**src/rtl/nag_defines.vh**
```
// constants for the nonvolatile access guard
`ifndef NAG_DEFINES_VH
`define NAG_DEFINES_VH
`define NAG_AW 16
`define NAG_DW 14
`define NAG_EAW 8
`define NAG_EDW 8
`define NAG_PROG_SIZE 16'h2000
`define NAG_UID_BASE 16'h8000
`define NAG_UID_LAST 16'h8003
`define NAG_WP_OFF 2'h3
`define NAG_WP_HALF 2'h2
`define NAG_WP_QUART 2'h1
`define NAG_WP_ALL 2'h0
`define NAG_WP_END_HALF 16'h1000
`define NAG_WP_END_QUART 16'h0800
`define NAG_WP_END_ALL 16'h2000
`define NAG_ST_IDLE 2'h1
`define NAG_ST_LIVE 2'h2
`endif

```
**src/rtl/nag_sync.v**
```verilog
// two-flop synchroniser for pin-side levels
`timescale 1ns/10ps
`default_nettype none
module nag_sync #(
    parameter W = 1
) (
    input wire clk_i, // clock
    input wire rst_n, // active-low reset
    input wire [W-1:0] d_i, // asynchronous level
    output reg [W-1:0] q_o // synchronised level
);
    reg [W-1:0] meta;
    always @(posedge clk_i or negedge rst_n) begin
        if (!rst_n) begin
            meta <= {W{1'b0}};
            q_o <= {W{1'b0}};
        end else begin
            meta <= d_i;
            q_o <= meta;
        end
    end
endmodule
`default_nettype wire

```
**src/rtl/nag_wp_region.v**
```verilog
// self-write region check from the size field
`timescale 1ns/10ps
`default_nettype none
`include "nag_defines.vh"
module nag_wp_region (
    input wire [1:0] size_i, // self_write_guard_size
    input wire [15:0] addr_i, // target program address
    output wire blocked_o // address lies in guarded region
);
    // region always starts at address zero
    function [15:0] wp_end;
        input [1:0] s;
        begin
            case (s)
                `NAG_WP_HALF: wp_end = `NAG_WP_END_HALF;
                `NAG_WP_QUART: wp_end = `NAG_WP_END_QUART;
                `NAG_WP_ALL: wp_end = `NAG_WP_END_ALL;
                default: wp_end = 16'h0000;
            endcase
        end
    endfunction
    assign blocked_o = (addr_i < wp_end(size_i));
endmodule
`default_nettype wire

```
**src/rtl/nag_guard.v**
```verilog
// nonvolatile access guard top
//
// Contract
// - the external guard settings never block or alter the cpu's own memory accesses.
// - program and eeprom guards act independently from their own settings.
// - with prog guard low, external program writes drop and reads give zero.
// - cpu program reads pass regardless of any guard or protect setting.
// - cpu self-writes depend only on the write-protect setting.
// - with eeprom guard low, external eeprom writes drop and reads give zero.
// - cpu eeprom reads pass regardless of the eeprom guard setting.
// - a two-bit field sizes the self-write protected region.
// - self-writes inside the region are suppressed, outside they pass.
// - user id words 8000h-8003h stay readable and writable in normal run.
`timescale 1ns/10ps
`default_nettype none
`include "nag_defines.vh"
module nag_guard (
    input wire clk_i, // 200 MHz clock
    input wire rst_n_i, // async active-low reset
    input wire prog_ext_guard_n_i, // config: low guards program memory
    input wire eeprom_ext_guard_n_i, // config: low guards eeprom
    input wire [1:0] self_write_guard_size_i, // config: wp size field
    input wire ext_prog_rd_i, // external program read, pin side
    input wire ext_prog_wr_i, // external program write, pin side
    input wire [15:0] ext_prog_addr_i, // external program address
    input wire [13:0] ext_prog_wdata_i, // external program write data
    input wire ext_ee_rd_i, // external eeprom read, pin side
    input wire ext_ee_wr_i, // external eeprom write, pin side
    input wire [7:0] ext_ee_addr_i, // external eeprom address
    input wire [7:0] ext_ee_wdata_i, // external eeprom write data
    input wire cpu_prog_rd_i, // cpu program read
    input wire cpu_prog_wr_i, // cpu self-write
    input wire [15:0] cpu_prog_addr_i, // cpu program address
    input wire [13:0] cpu_prog_wdata_i, // cpu self-write data
    input wire cpu_ee_rd_i, // cpu eeprom read
    input wire cpu_ee_wr_i, // cpu eeprom write
    input wire [7:0] cpu_ee_addr_i, // cpu eeprom address
    input wire [7:0] cpu_ee_wdata_i, // cpu eeprom write data
    input wire [13:0] mem_prog_rdata_i, // program array read data
    input wire [7:0] mem_ee_rdata_i, // eeprom array read data
    output reg mem_prog_rd_o, // program array read strobe
    output reg mem_prog_wr_o, // program array write strobe
    output reg [15:0] mem_prog_addr_o, // program array address
    output reg [13:0] mem_prog_wdata_o, // program array write data
    output reg mem_ee_rd_o, // eeprom array read strobe
    output reg mem_ee_wr_o, // eeprom array write strobe
    output reg [7:0] mem_ee_addr_o, // eeprom array address
    output reg [7:0] mem_ee_wdata_o, // eeprom array write data
    output reg [13:0] ext_prog_rdata_o, // external program read data
    output reg ext_prog_rvalid_o, // external program read valid
    output reg [7:0] ext_ee_rdata_o, // external eeprom read data
    output reg ext_ee_rvalid_o, // external eeprom read valid
    output reg [13:0] cpu_prog_rdata_o, // cpu program read data
    output reg cpu_prog_rvalid_o, // cpu program read valid
    output reg [7:0] cpu_ee_rdata_o, // cpu eeprom read data
    output reg cpu_ee_rvalid_o, // cpu eeprom read valid
    output reg cpu_wr_refused_o, // self-write dropped by protection
    output reg ext_wr_refused_o, // external write dropped by guard
    output reg cfg_live_o // settings latched, guard active
);
    reg rst_meta;
    reg rst_n;
    always @(posedge clk_i or negedge rst_n_i) begin
        if (!rst_n_i) begin
            rst_meta <= 1'b0;
            rst_n <= 1'b0;
        end else begin
            rst_meta <= 1'b1;
            rst_n <= rst_meta;
        end
    end

    // pin-side strobes and fields cross in through two flops
    wire [49:0] ext_raw;
    wire [49:0] ext_s;
    assign ext_raw = {ext_prog_rd_i, ext_prog_wr_i, ext_prog_addr_i,
        ext_prog_wdata_i, ext_ee_rd_i, ext_ee_wr_i, ext_ee_addr_i,
        ext_ee_wdata_i};
    nag_sync #(.W(50)) u_sync (
        .clk_i(clk_i),
        .rst_n(rst_n),
        .d_i(ext_raw),
        .q_o(ext_s)
    );
    wire s_prd = ext_s[49];
    wire s_pwr = ext_s[48];
    wire [15:0] s_paddr = ext_s[47:32];
    wire [13:0] s_pwdata = ext_s[31:18];
    wire s_erd = ext_s[17];
    wire s_ewr = ext_s[16];
    wire [7:0] s_eaddr = ext_s[15:8];
    wire [7:0] s_ewdata = ext_s[7:0];

    // edge detect so a held pin strobe counts once; the request acts one
    // cycle after the synced edge so every address and data bit has settled
    wire [3:0] strb_s = {s_prd, s_pwr, s_erd, s_ewr};
    wire [3:0] strb_take;
    genvar gi;
    generate
        for (gi = 0; gi < 4; gi = gi + 1) begin : g_strb
            reg held;
            reg take;
            always @(posedge clk_i or negedge rst_n) begin
                if (!rst_n) begin
                    held <= 1'b0;
                    take <= 1'b0;
                end else begin
                    held <= strb_s[gi];
                    take <= strb_s[gi] & ~held;
                end
            end
            assign strb_take[gi] = take;
        end
    endgenerate
    wire e_prd = strb_take[3];
    wire e_pwr = strb_take[2];
    wire e_erd = strb_take[1];
    wire e_ewr = strb_take[0];

    // configuration words load once after reset release
    reg [1:0] state;
    reg prog_guard_n;
    reg ee_guard_n;
    reg [1:0] wp_size;
    always @(posedge clk_i or negedge rst_n) begin
        if (!rst_n) begin
            state <= `NAG_ST_IDLE;
            prog_guard_n <= 1'b0;
            ee_guard_n <= 1'b0;
            wp_size <= `NAG_WP_ALL;
        end else begin
            case (state)
                `NAG_ST_IDLE: begin
                    prog_guard_n <= prog_ext_guard_n_i;
                    ee_guard_n <= eeprom_ext_guard_n_i;
                    wp_size <= self_write_guard_size_i;
                    state <= `NAG_ST_LIVE;
                end
                `NAG_ST_LIVE: state <= `NAG_ST_LIVE;
                default: state <= `NAG_ST_IDLE;
            endcase
        end
    end
    wire live = (state == `NAG_ST_LIVE);

    wire cpu_in_region;
    nag_wp_region u_wp (
        .size_i(wp_size),
        .addr_i(cpu_prog_addr_i),
        .blocked_o(cpu_in_region)
    );
    // id words sit outside the array region and stay writable
    wire cpu_uid = (cpu_prog_addr_i >= `NAG_UID_BASE) &&
        (cpu_prog_addr_i <= `NAG_UID_LAST);
    wire cpu_wr_ok = cpu_prog_wr_i & (cpu_uid | ~cpu_in_region);

    // cpu owns the array port when it asks; a colliding pin request is lost
    wire cpu_p = cpu_prog_rd_i | cpu_prog_wr_i;
    wire cpu_e = cpu_ee_rd_i | cpu_ee_wr_i;
    wire ext_p_wr_ok = e_pwr & prog_guard_n & ~cpu_p;
    wire ext_e_wr_ok = e_ewr & ee_guard_n & ~cpu_e;

    reg prd_ext_q;
    reg prd_cpu_q;
    reg prd_zero_q;
    reg prd_ext_d;
    reg prd_cpu_d;
    reg prd_zero_d;
    reg erd_ext_q;
    reg erd_cpu_q;
    reg erd_zero_q;
    reg erd_ext_d;
    reg erd_cpu_d;
    reg erd_zero_d;
    // each port has its own process so one guard never steers the other
    always @(posedge clk_i or negedge rst_n) begin
        if (!rst_n) begin
            mem_prog_rd_o <= 1'b0;
            mem_prog_wr_o <= 1'b0;
            mem_prog_addr_o <= 16'h0000;
            mem_prog_wdata_o <= 14'h0000;
            prd_ext_q <= 1'b0;
            prd_cpu_q <= 1'b0;
            prd_zero_q <= 1'b0;
            cpu_wr_refused_o <= 1'b0;
        end else begin
            mem_prog_rd_o <= 1'b0;
            mem_prog_wr_o <= 1'b0;
            prd_ext_q <= 1'b0;
            prd_cpu_q <= 1'b0;
            prd_zero_q <= 1'b0;
            cpu_wr_refused_o <= live & cpu_prog_wr_i & ~cpu_wr_ok;
            if (live && cpu_p) begin
                mem_prog_rd_o <= cpu_prog_rd_i;
                mem_prog_wr_o <= cpu_wr_ok;
                mem_prog_addr_o <= cpu_prog_addr_i;
                mem_prog_wdata_o <= cpu_prog_wdata_i;
                prd_cpu_q <= cpu_prog_rd_i;
            end else if (live && (e_prd || e_pwr)) begin
                mem_prog_rd_o <= e_prd & prog_guard_n;
                mem_prog_wr_o <= ext_p_wr_ok;
                mem_prog_addr_o <= s_paddr;
                mem_prog_wdata_o <= s_pwdata;
                prd_ext_q <= e_prd & prog_guard_n;
                prd_zero_q <= e_prd & ~prog_guard_n;
            end
        end
    end

    always @(posedge clk_i or negedge rst_n) begin
        if (!rst_n) begin
            mem_ee_rd_o <= 1'b0;
            mem_ee_wr_o <= 1'b0;
            mem_ee_addr_o <= 8'h00;
            mem_ee_wdata_o <= 8'h00;
            erd_ext_q <= 1'b0;
            erd_cpu_q <= 1'b0;
            erd_zero_q <= 1'b0;
        end else begin
            mem_ee_rd_o <= 1'b0;
            mem_ee_wr_o <= 1'b0;
            erd_ext_q <= 1'b0;
            erd_cpu_q <= 1'b0;
            erd_zero_q <= 1'b0;
            if (live && cpu_e) begin
                mem_ee_rd_o <= cpu_ee_rd_i;
                mem_ee_wr_o <= cpu_ee_wr_i;
                mem_ee_addr_o <= cpu_ee_addr_i;
                mem_ee_wdata_o <= cpu_ee_wdata_i;
                erd_cpu_q <= cpu_ee_rd_i;
            end else if (live && (e_erd || e_ewr)) begin
                mem_ee_rd_o <= e_erd & ee_guard_n;
                mem_ee_wr_o <= ext_e_wr_ok;
                mem_ee_addr_o <= s_eaddr;
                mem_ee_wdata_o <= s_ewdata;
                erd_ext_q <= e_erd & ee_guard_n;
                erd_zero_q <= e_erd & ~ee_guard_n;
            end
        end
    end

    always @(posedge clk_i or negedge rst_n) begin
        if (!rst_n) begin
            ext_wr_refused_o <= 1'b0;
            cfg_live_o <= 1'b0;
        end else begin
            cfg_live_o <= live;
            ext_wr_refused_o <= live & ((e_pwr & ~prog_guard_n) |
                (e_ewr & ~ee_guard_n));
        end
    end

    // array data arrives the cycle after its strobe, so the request flags
    // wait one more stage before the data is taken
    always @(posedge clk_i or negedge rst_n) begin
        if (!rst_n) begin
            prd_ext_d <= 1'b0;
            prd_cpu_d <= 1'b0;
            prd_zero_d <= 1'b0;
            ext_prog_rdata_o <= 14'h0000;
            ext_prog_rvalid_o <= 1'b0;
            cpu_prog_rdata_o <= 14'h0000;
            cpu_prog_rvalid_o <= 1'b0;
        end else begin
            prd_ext_d <= prd_ext_q;
            prd_cpu_d <= prd_cpu_q;
            prd_zero_d <= prd_zero_q;
            ext_prog_rvalid_o <= prd_ext_d | prd_zero_d;
            cpu_prog_rvalid_o <= prd_cpu_d;
            if (prd_ext_d)
                ext_prog_rdata_o <= mem_prog_rdata_i;
            else if (prd_zero_d)
                ext_prog_rdata_o <= 14'h0000;
            if (prd_cpu_d)
                cpu_prog_rdata_o <= mem_prog_rdata_i;
        end
    end

    always @(posedge clk_i or negedge rst_n) begin
        if (!rst_n) begin
            erd_ext_d <= 1'b0;
            erd_cpu_d <= 1'b0;
            erd_zero_d <= 1'b0;
            ext_ee_rdata_o <= 8'h00;
            ext_ee_rvalid_o <= 1'b0;
            cpu_ee_rdata_o <= 8'h00;
            cpu_ee_rvalid_o <= 1'b0;
        end else begin
            erd_ext_d <= erd_ext_q;
            erd_cpu_d <= erd_cpu_q;
            erd_zero_d <= erd_zero_q;
            ext_ee_rvalid_o <= erd_ext_d | erd_zero_d;
            cpu_ee_rvalid_o <= erd_cpu_d;
            if (erd_ext_d)
                ext_ee_rdata_o <= mem_ee_rdata_i;
            else if (erd_zero_d)
                ext_ee_rdata_o <= 8'h00;
            if (erd_cpu_d)
                cpu_ee_rdata_o <= mem_ee_rdata_i;
        end
    end
endmodule
`default_nettype wire

```
**config.mk**
```make
export PLATFORM = sky130hd
export DESIGN_NAME = nag_guard
export DESIGN_NICKNAME = d
export VERILOG_FILES = /design/src/rtl/nag_sync.v /design/src/rtl/nag_wp_region.v /design/src/rtl/nag_guard.v
export VERILOG_INCLUDE_DIRS = /design/src /design/src/rtl
export SDC_FILE = /design/constraint.sdc
export NUM_CORES = 1
export LEC_CHECK = 0
export BUFFER_PORTS_ARGS = -buffer_cell sky130_fd_sc_hd__buf_2
export CORE_MARGIN = 4
export CORE_UTILIZATION = 45
export DETAILED_ROUTE_END_ITERATION = 10
export GPL_TIMING_DRIVEN = 0
export PLACE_DENSITY = 0.71
export SLEW_MARGIN = 30
export SYNTH_ARGS = -nofsm -noshare
export SYNTH_HDL_FRONTEND = slang
export SYNTH_SLANG_ARGS = --single-unit
```
**constraint.sdc**
```tcl
create_clock -name clk_i -period 9.85 [get_ports clk_i]
set_input_delay 1.97 -clock clk_i [delete_from_list [all_inputs] [get_ports clk_i]]
set_output_delay 1.97 -clock clk_i [all_outputs]
set_load 0.01 [all_outputs]
```
==> impl_metrics.toml, run 1 <==
[critical_path]
critPathRequiredTime_ns = 7.88
crit_path_start_kind = "flip-flop"
crit_path_cell_trace = "buf_2"
startpoint = "ext_prog_rdata_o[13]"
crit_type = "reg -> out"
critPathTopFamily = "flip-flops"
cp_max_fo = 2
r2r_start = "state[0]"
cp.depth = 1
slowest_stage = "dfrtp_1"
reg2reg_to = "mem_ee_addr_o[2]"
r2r_setup_slack_ns = 7.88
reg2regPathDepth = 7
crit_path_end = "ext_prog_rdata_o[13]"
worstPathBufferInverterCount = 1
critical_path.endpoint_type = "output pin"
arrival_ns = 1.05
cpPeakStageDelay_ns = 0.40

[power]
powerDensity_nw_per_um2 = 227
irDropWorstVdd_mv = 0.146
pwr-share-seq = 0.468
switching_power_uw = 494
pwr-share-clk = 0.443
p_leak_nw = 4.86
p_int_mw = 1.74
sw_frac_of_total = 0.221
comb_power_share = 0.089

[yosys]
async_flop_share = 1.00
syn_nets = 624
synth_top_flop_cell = "dfrtp_1"
seq_area_frac_synth = 0.769
yosys.area.top_type = "dfrtp_1"
ys_ff_latch = 229
synth_area_leaders = "dfrtp_1, mux2_2, nor2_1"
yosys_warnings = 0
synth_cell_type_count = 37
synthTopCellsByCount = "dfrtp_1, nor2_1, inv_1"
netlist_instances = 492
netlist_area_sq_um = 7450
yosysMostFrequentCell = "dfrtp_1"
avgSynthCellArea_sq_um = 15.1
synth_edf_count = 0
synth_top_cell_area_share = 0.766

[layout]
fillCellCount = 1252
areaGrowthSynthToFinish_pct = 32.5
multi_input_area_sq_um = 1460
finalNetCount = 882
regArea_sq_um = 5740
fin_area_sq_um = 9870
drive_gt1_frac = 0.420
final_util = 0.615

[placement]
gp_congestion = 0.838
port_buffers = 228
dpl_cell_area_sq_um = 8960
dpl.hpwl_um = 12500

[global_route]
grt_max_degree = 57
grt_pass1_wl_um = 26800
first_global_vias = 5237
grt-ovfl-total = 0
groute.usage.overall = 0.181
antenna_found_initial = 0

[sta]
min_period_ns = 3.02
setup_viol = 0
relSlewSlack = 0.597
clock_skew_ns = 0.0102
fmax_mhz = 331
slew_viol_final = 0
rsz0062_at_grt = "false"
finalHoldViolations = 0
setup_tns_ns = 0
period_share = 0.307
worst_pin_slew_ns = 0.602

[die]
dieArea_sq_um = 18700
die_w_um = 137
die_height_um = 137
start_util = 0.464
core-area_sq_um = 16100
num_rows = 46
io_pins = 229

[route]
drt_iter0_markers = 273
vias = 4848
viasPerCell = 4.93
ant_nets = 0
routedWlPerCell_um = 17.2
drtPass1Iterations = 4
wirelength_um = 17000
post-route-drc-count = 0

[clock_tree]
postCtsSetupRepairBufs = 0
cts_tree = "built"
cts_sinks = 229
numCtsBuffers = 24
cts_resized = 0
cts_root_buffer = "clkbuf_16"
clk_pin_slew_ns = 0.06
cts_hold_buf = 0
insertion_delay_ns = 0.50
htreeDepth = 1
clock_path_buffers = 3

[hold_path]
hp-class = "reg -> async"

[run_status]
status = "completed"

[job]
max_cap_viol_count = 0
-- cell usage in the layout (no fill, tap or decap), types with 7 or more instances in the layout --
| cell type | netlist | layout |
|---|---|---|
| inv_1 | 27 | 27 |
| a22o_1 | 22 | 22 |
| nor2_1 | 62 | 62 |
| a21oi_1 | 20 | 20 |
| clkbuf_16 | 0 | 24 |
| o22ai_1 | 16 | 16 |
| clkbuf_8 | 0 | 8 |
| buf_4 | 7 | 7 |
| buf_2 | 5 | 233 |
| dfrtp_1 | 228 | 227 |
| o32ai_1 | 26 | 26 |
| mux2_2 | 24 | 24 |
-- through the flow --
step                hold WS, ns  setup WS [ns]  cells  total power, mW
floorplan                 0.331           3.00    492             1.16
global placement          0.333           1.17    936             1.25
detailed placement        0.318           6.61    940             1.27
CTS                       0.321           6.81    983             2.27
global route              0.349           6.78    983             2.33
finish                    0.301           6.83    984             2.24
-- layer usage --
metal | vias up | global-route usage | wire length (um)
met4 | 0 | 0.0649 | 510
li1 | 2214 | - | -
met2 | 153 | 0.317 | 9100
met5 | - | 0 | 0
met3 | 39 | 0.0283 | 906
met1 | 2442 | 0.228 | 6440
-- how the worst min path moves through the flow --
stage | cells after the start | slack, ns | from | end
floorplan | 0 | 0.33 | erd_cpu_q | erd_cpu_d
finish | 0 | 0.30 | rst_n | u_sync.q_o[8]
CTS | 0 | 0.32 | rst_n | u_sync.q_o[11]
global route | 0 | 0.35 | u_sync.meta[5] | u_sync.q_o[5]
global placement | 0 | 0.33 | u_sync.meta[31] | u_sync.q_o[31]
detailed placement | 0 | 0.32 | rst_n | u_sync.meta[9]
-- logic make-up after synthesis --
family,Yosys count,synth area share
buffers and inverters,48,0.0346
AND/OR/NAND/NOR,84,0.0494
adder cells (fa/ha/maj),4,0.00672
other,1,0.000503
multiplexers,28,0.0416
AO/OA/AOI/OAI,98,0.0979
flip-flops,229,0.769
-- power groups by stage --
stage	clock network, mW	logic, mW	registers, mW
floorplan	0	0.0653	1.09
global placement	0	0.178	1.07
detailed placement	0	0.202	1.06
CTS	1.02	0.203	1.05
global route	1.06	0.219	1.05
finish	0.991	0.199	1.05
-- state kept, by name, summed over array words and instances (netlist names), 2 cells and up --
| register | flops |
|---|---|
| state | 2 |
| mem_prog_wdata_o | 14 |
| mem_ee_wdata_o | 8 |
| u_sync.meta | 50 |
| ext_ee_rdata_o | 8 |
| mem_prog_addr_o | 16 |
| wp_size | 2 |
| cpu_ee_rdata_o | 8 |
| mem_ee_addr_o | 8 |
| g_strb.held | 4 |
| u_sync.q_o | 50 |
| ext_prog_rdata_o | 14 |
| cpu_prog_rdata_o | 14 |
-- layout make-up --
cell class                      count  area share
Multi-Input combinational cell    215       0.148
Inverter                           27      0.0103
Sequential cell                   229       0.581
Tap cell                          216      0.0274
Clock inverter                      9      0.0195
Buffer                             21      0.0158
Timing Repair Buffer              232       0.125
Clock buffer                       34      0.0727
Antenna cell                        1    0.000253
Power figures use the tool's default switching activity.
==> run 2, diff against run 1 <==
--- a/config.mk
+++ b/config.mk
@@ -11,7 +11,7 @@
 export CORE_UTILIZATION = 45
 export DETAILED_ROUTE_END_ITERATION = 10
 export GPL_TIMING_DRIVEN = 0
-export PLACE_DENSITY = 0.71
+export PLACE_DENSITY = 0.74
 export SLEW_MARGIN = 30
 export SYNTH_ARGS = -nofsm -noshare
 export SYNTH_HDL_FRONTEND = slang
==> constraint.sdc (replaced) <==
create_clock -name clk_i -period 2.5 [get_ports clk_i]
set_input_delay 0.5 -clock clk_i [delete_from_list [all_inputs] [get_ports clk_i]]
set_output_delay 0.5 -clock clk_i [all_outputs]
set_load 0.01 [all_outputs]
==> run 2 against run 1 <==
  * First-iteration DRC count shrank 12%
  * Final cell count is 0.20% lower
  * Wire length up 0.10%
  * Non-clock buffer count is 1 higher
  * Critical path type is now reg -> reg
==> impl_metrics.toml, run 2 (synthesized netlist as in run 1, its figures left out) <==
[run_status]
status = "completed"

[sta]
min_period_ns = 1.98
clock_skew_ns = 0.0129
fmax_mhz = 505
relSlewSlack = 0.582
finalHoldViolations = 0
setup_viol = 0
setup_ws_ns = 0.520
slew_viol_final = 0
period_share = 0.792
rsz0062_at_grt = "false"
worst_pin_slew_ns = 0.627
holdWs_ns = 0.105

[power]
irDropWorstVdd_mv = 0.495
total_power_mw = 8.14
powerDensity_nw_per_um2 = 839
p_leak_nw = 4.77

[clock_tree]
cts_resized = 0
cts_hold_buf = 1
insertion_delay_ns = 0.50
htreeDepth = 1
clock_path_buffers = 3
cts_sinks = 229
cts_tree = "built"
clk_pin_slew_ns = 0.06
numCtsBuffers = 23
postCtsSetupRepairBufs = 0
cts_root_buffer = "clkbuf_16"

[global_route]
grt-ovfl-total = 0
groute.usage.overall = 0.181
first_global_vias = 5196
antenna_found_initial = 1
grt_pass1_wl_um = 26800
grt_max_degree = 56

[layout]
drive_gt1_frac = 0.414
layout_common_cells = "buf_2, dfrtp_1, nor2_1"
finalNetCount = 882
fin_area_sq_um = 9700
reg.largest.list = "u_sync.meta: 50 flops, u_sync.q_o: 50 flops, mem_prog_addr_o: 16 flops"
areaGrowthSynthToFinish_pct = 30.2
layout_commonest_cell = "buf_2"

[route]
wirelength_um = 17000
drt_iter0_markers = 239
viasPerCell = 4.99
routedWlPerCell_um = 17.3
ant_nets = 0
drtPass1Iterations = 4
post-route-drc-count = 0
vias = 4899

[die]
dieArea_sq_um = 18700
die_height_um = 137
die_w_um = 137
start_util = 0.464
io_pins = 229
num_rows = 46
core-area_sq_um = 16100

[placement]
dpl.hpwl_um = 12600
place_ws_ns = 0.518
port_buffers = 228
gp_congestion = 0.828
dpl_cell_area_sq_um = 8960

[critical_path]
crit_path_cell_trace = "inv_1, ha_1, buf_4, o21ai_1, buf_2, o22ai_1, a21oi_1"
arrival_ns = 2.40
cp_max_fo = 10
crit_type = "reg -> reg"
cpPeakStageDelay_ns = 0.53
r2r_start = "state[0]"
critPathRequiredTime_ns = 2.92
slowest_stage = "dfstp_2"
critical_path.endpoint_type = "flip-flop"
crit_path_start_kind = "flip-flop"
startpoint = "state[0]"

[hold_path]
hp-class = "in -> reg"
min_from = "ext_prog_wdata_i[1]"

[job]
max_cap_viol_count = 0
run 2: critical path: cells and delay by family (launching register included):
family | cells | cell delay [ns]
adder cells (fa/ha/maj) | 1 | 0.24
buffers and inverters | 3 | 0.56
flip-flops | 1 | 0.53
AO/OA/AOI/OAI | 3 | 0.59
run 2: worst paths after layout:
kind,endpoint,slack [ns],depth (start not counted)
max,mem_ee_addr_o[2],0.52,7
min,u_sync.meta[19],0.10,1
min reg2reg,u_sync.q_o[15],0.34,0
max in group asynchronous,cpu_prog_rdata_o[2],0.95,3
min in group asynchronous,rst_n,0.33,2
max reg2reg,mem_ee_addr_o[2],0.52,7
run 2: final cells by class:
cell class | count | area, sq um
Fill cell | 1248 | 6350
Sequential cell | 229 | 5740
Multi-Input combinational cell | 215 | 1460
Timing Repair Buffer | 233 | 1250
Clock buffer | 34 | 687
Tap cell | 216 | 270
Buffer | 21 | 156
Inverter | 27 | 101
Clock inverter | 6 | 42.5
Antenna cell | 1 | 2.50
run 2: routing by layer:
metal  track usage  vias to the layer above  routed length, um  share of wire
li1              -                     2227                  -              -
met1         0.222                     2460               6270           0.37
met2         0.315                      176               8990           0.53
met3        0.0438                       34               1260          0.074
met4        0.0644                        2                454          0.027
met5             0                        -                  7        0.00041
run 2: power breakdown:
| part | total (mW) | switching (mW) | internal, mW |
|---|---|---|---|
| combinational | 0.784 | 0.417 | 0.367 |
| clock | 3.23 | 1.33 | 1.90 |
| sequential | 4.13 | 0.145 | 3.98 |
| total | 8.14 | 1.89 | 6.25 |
run 2: metrics by stage:
stage               TNS, ns  cells   util
finish                    0    982  0.604
global route              0    981  0.604
CTS                       0    981  0.604
detailed placement        0    940  0.558
global placement     -84.49    936  0.552
floorplan                 0    492      -
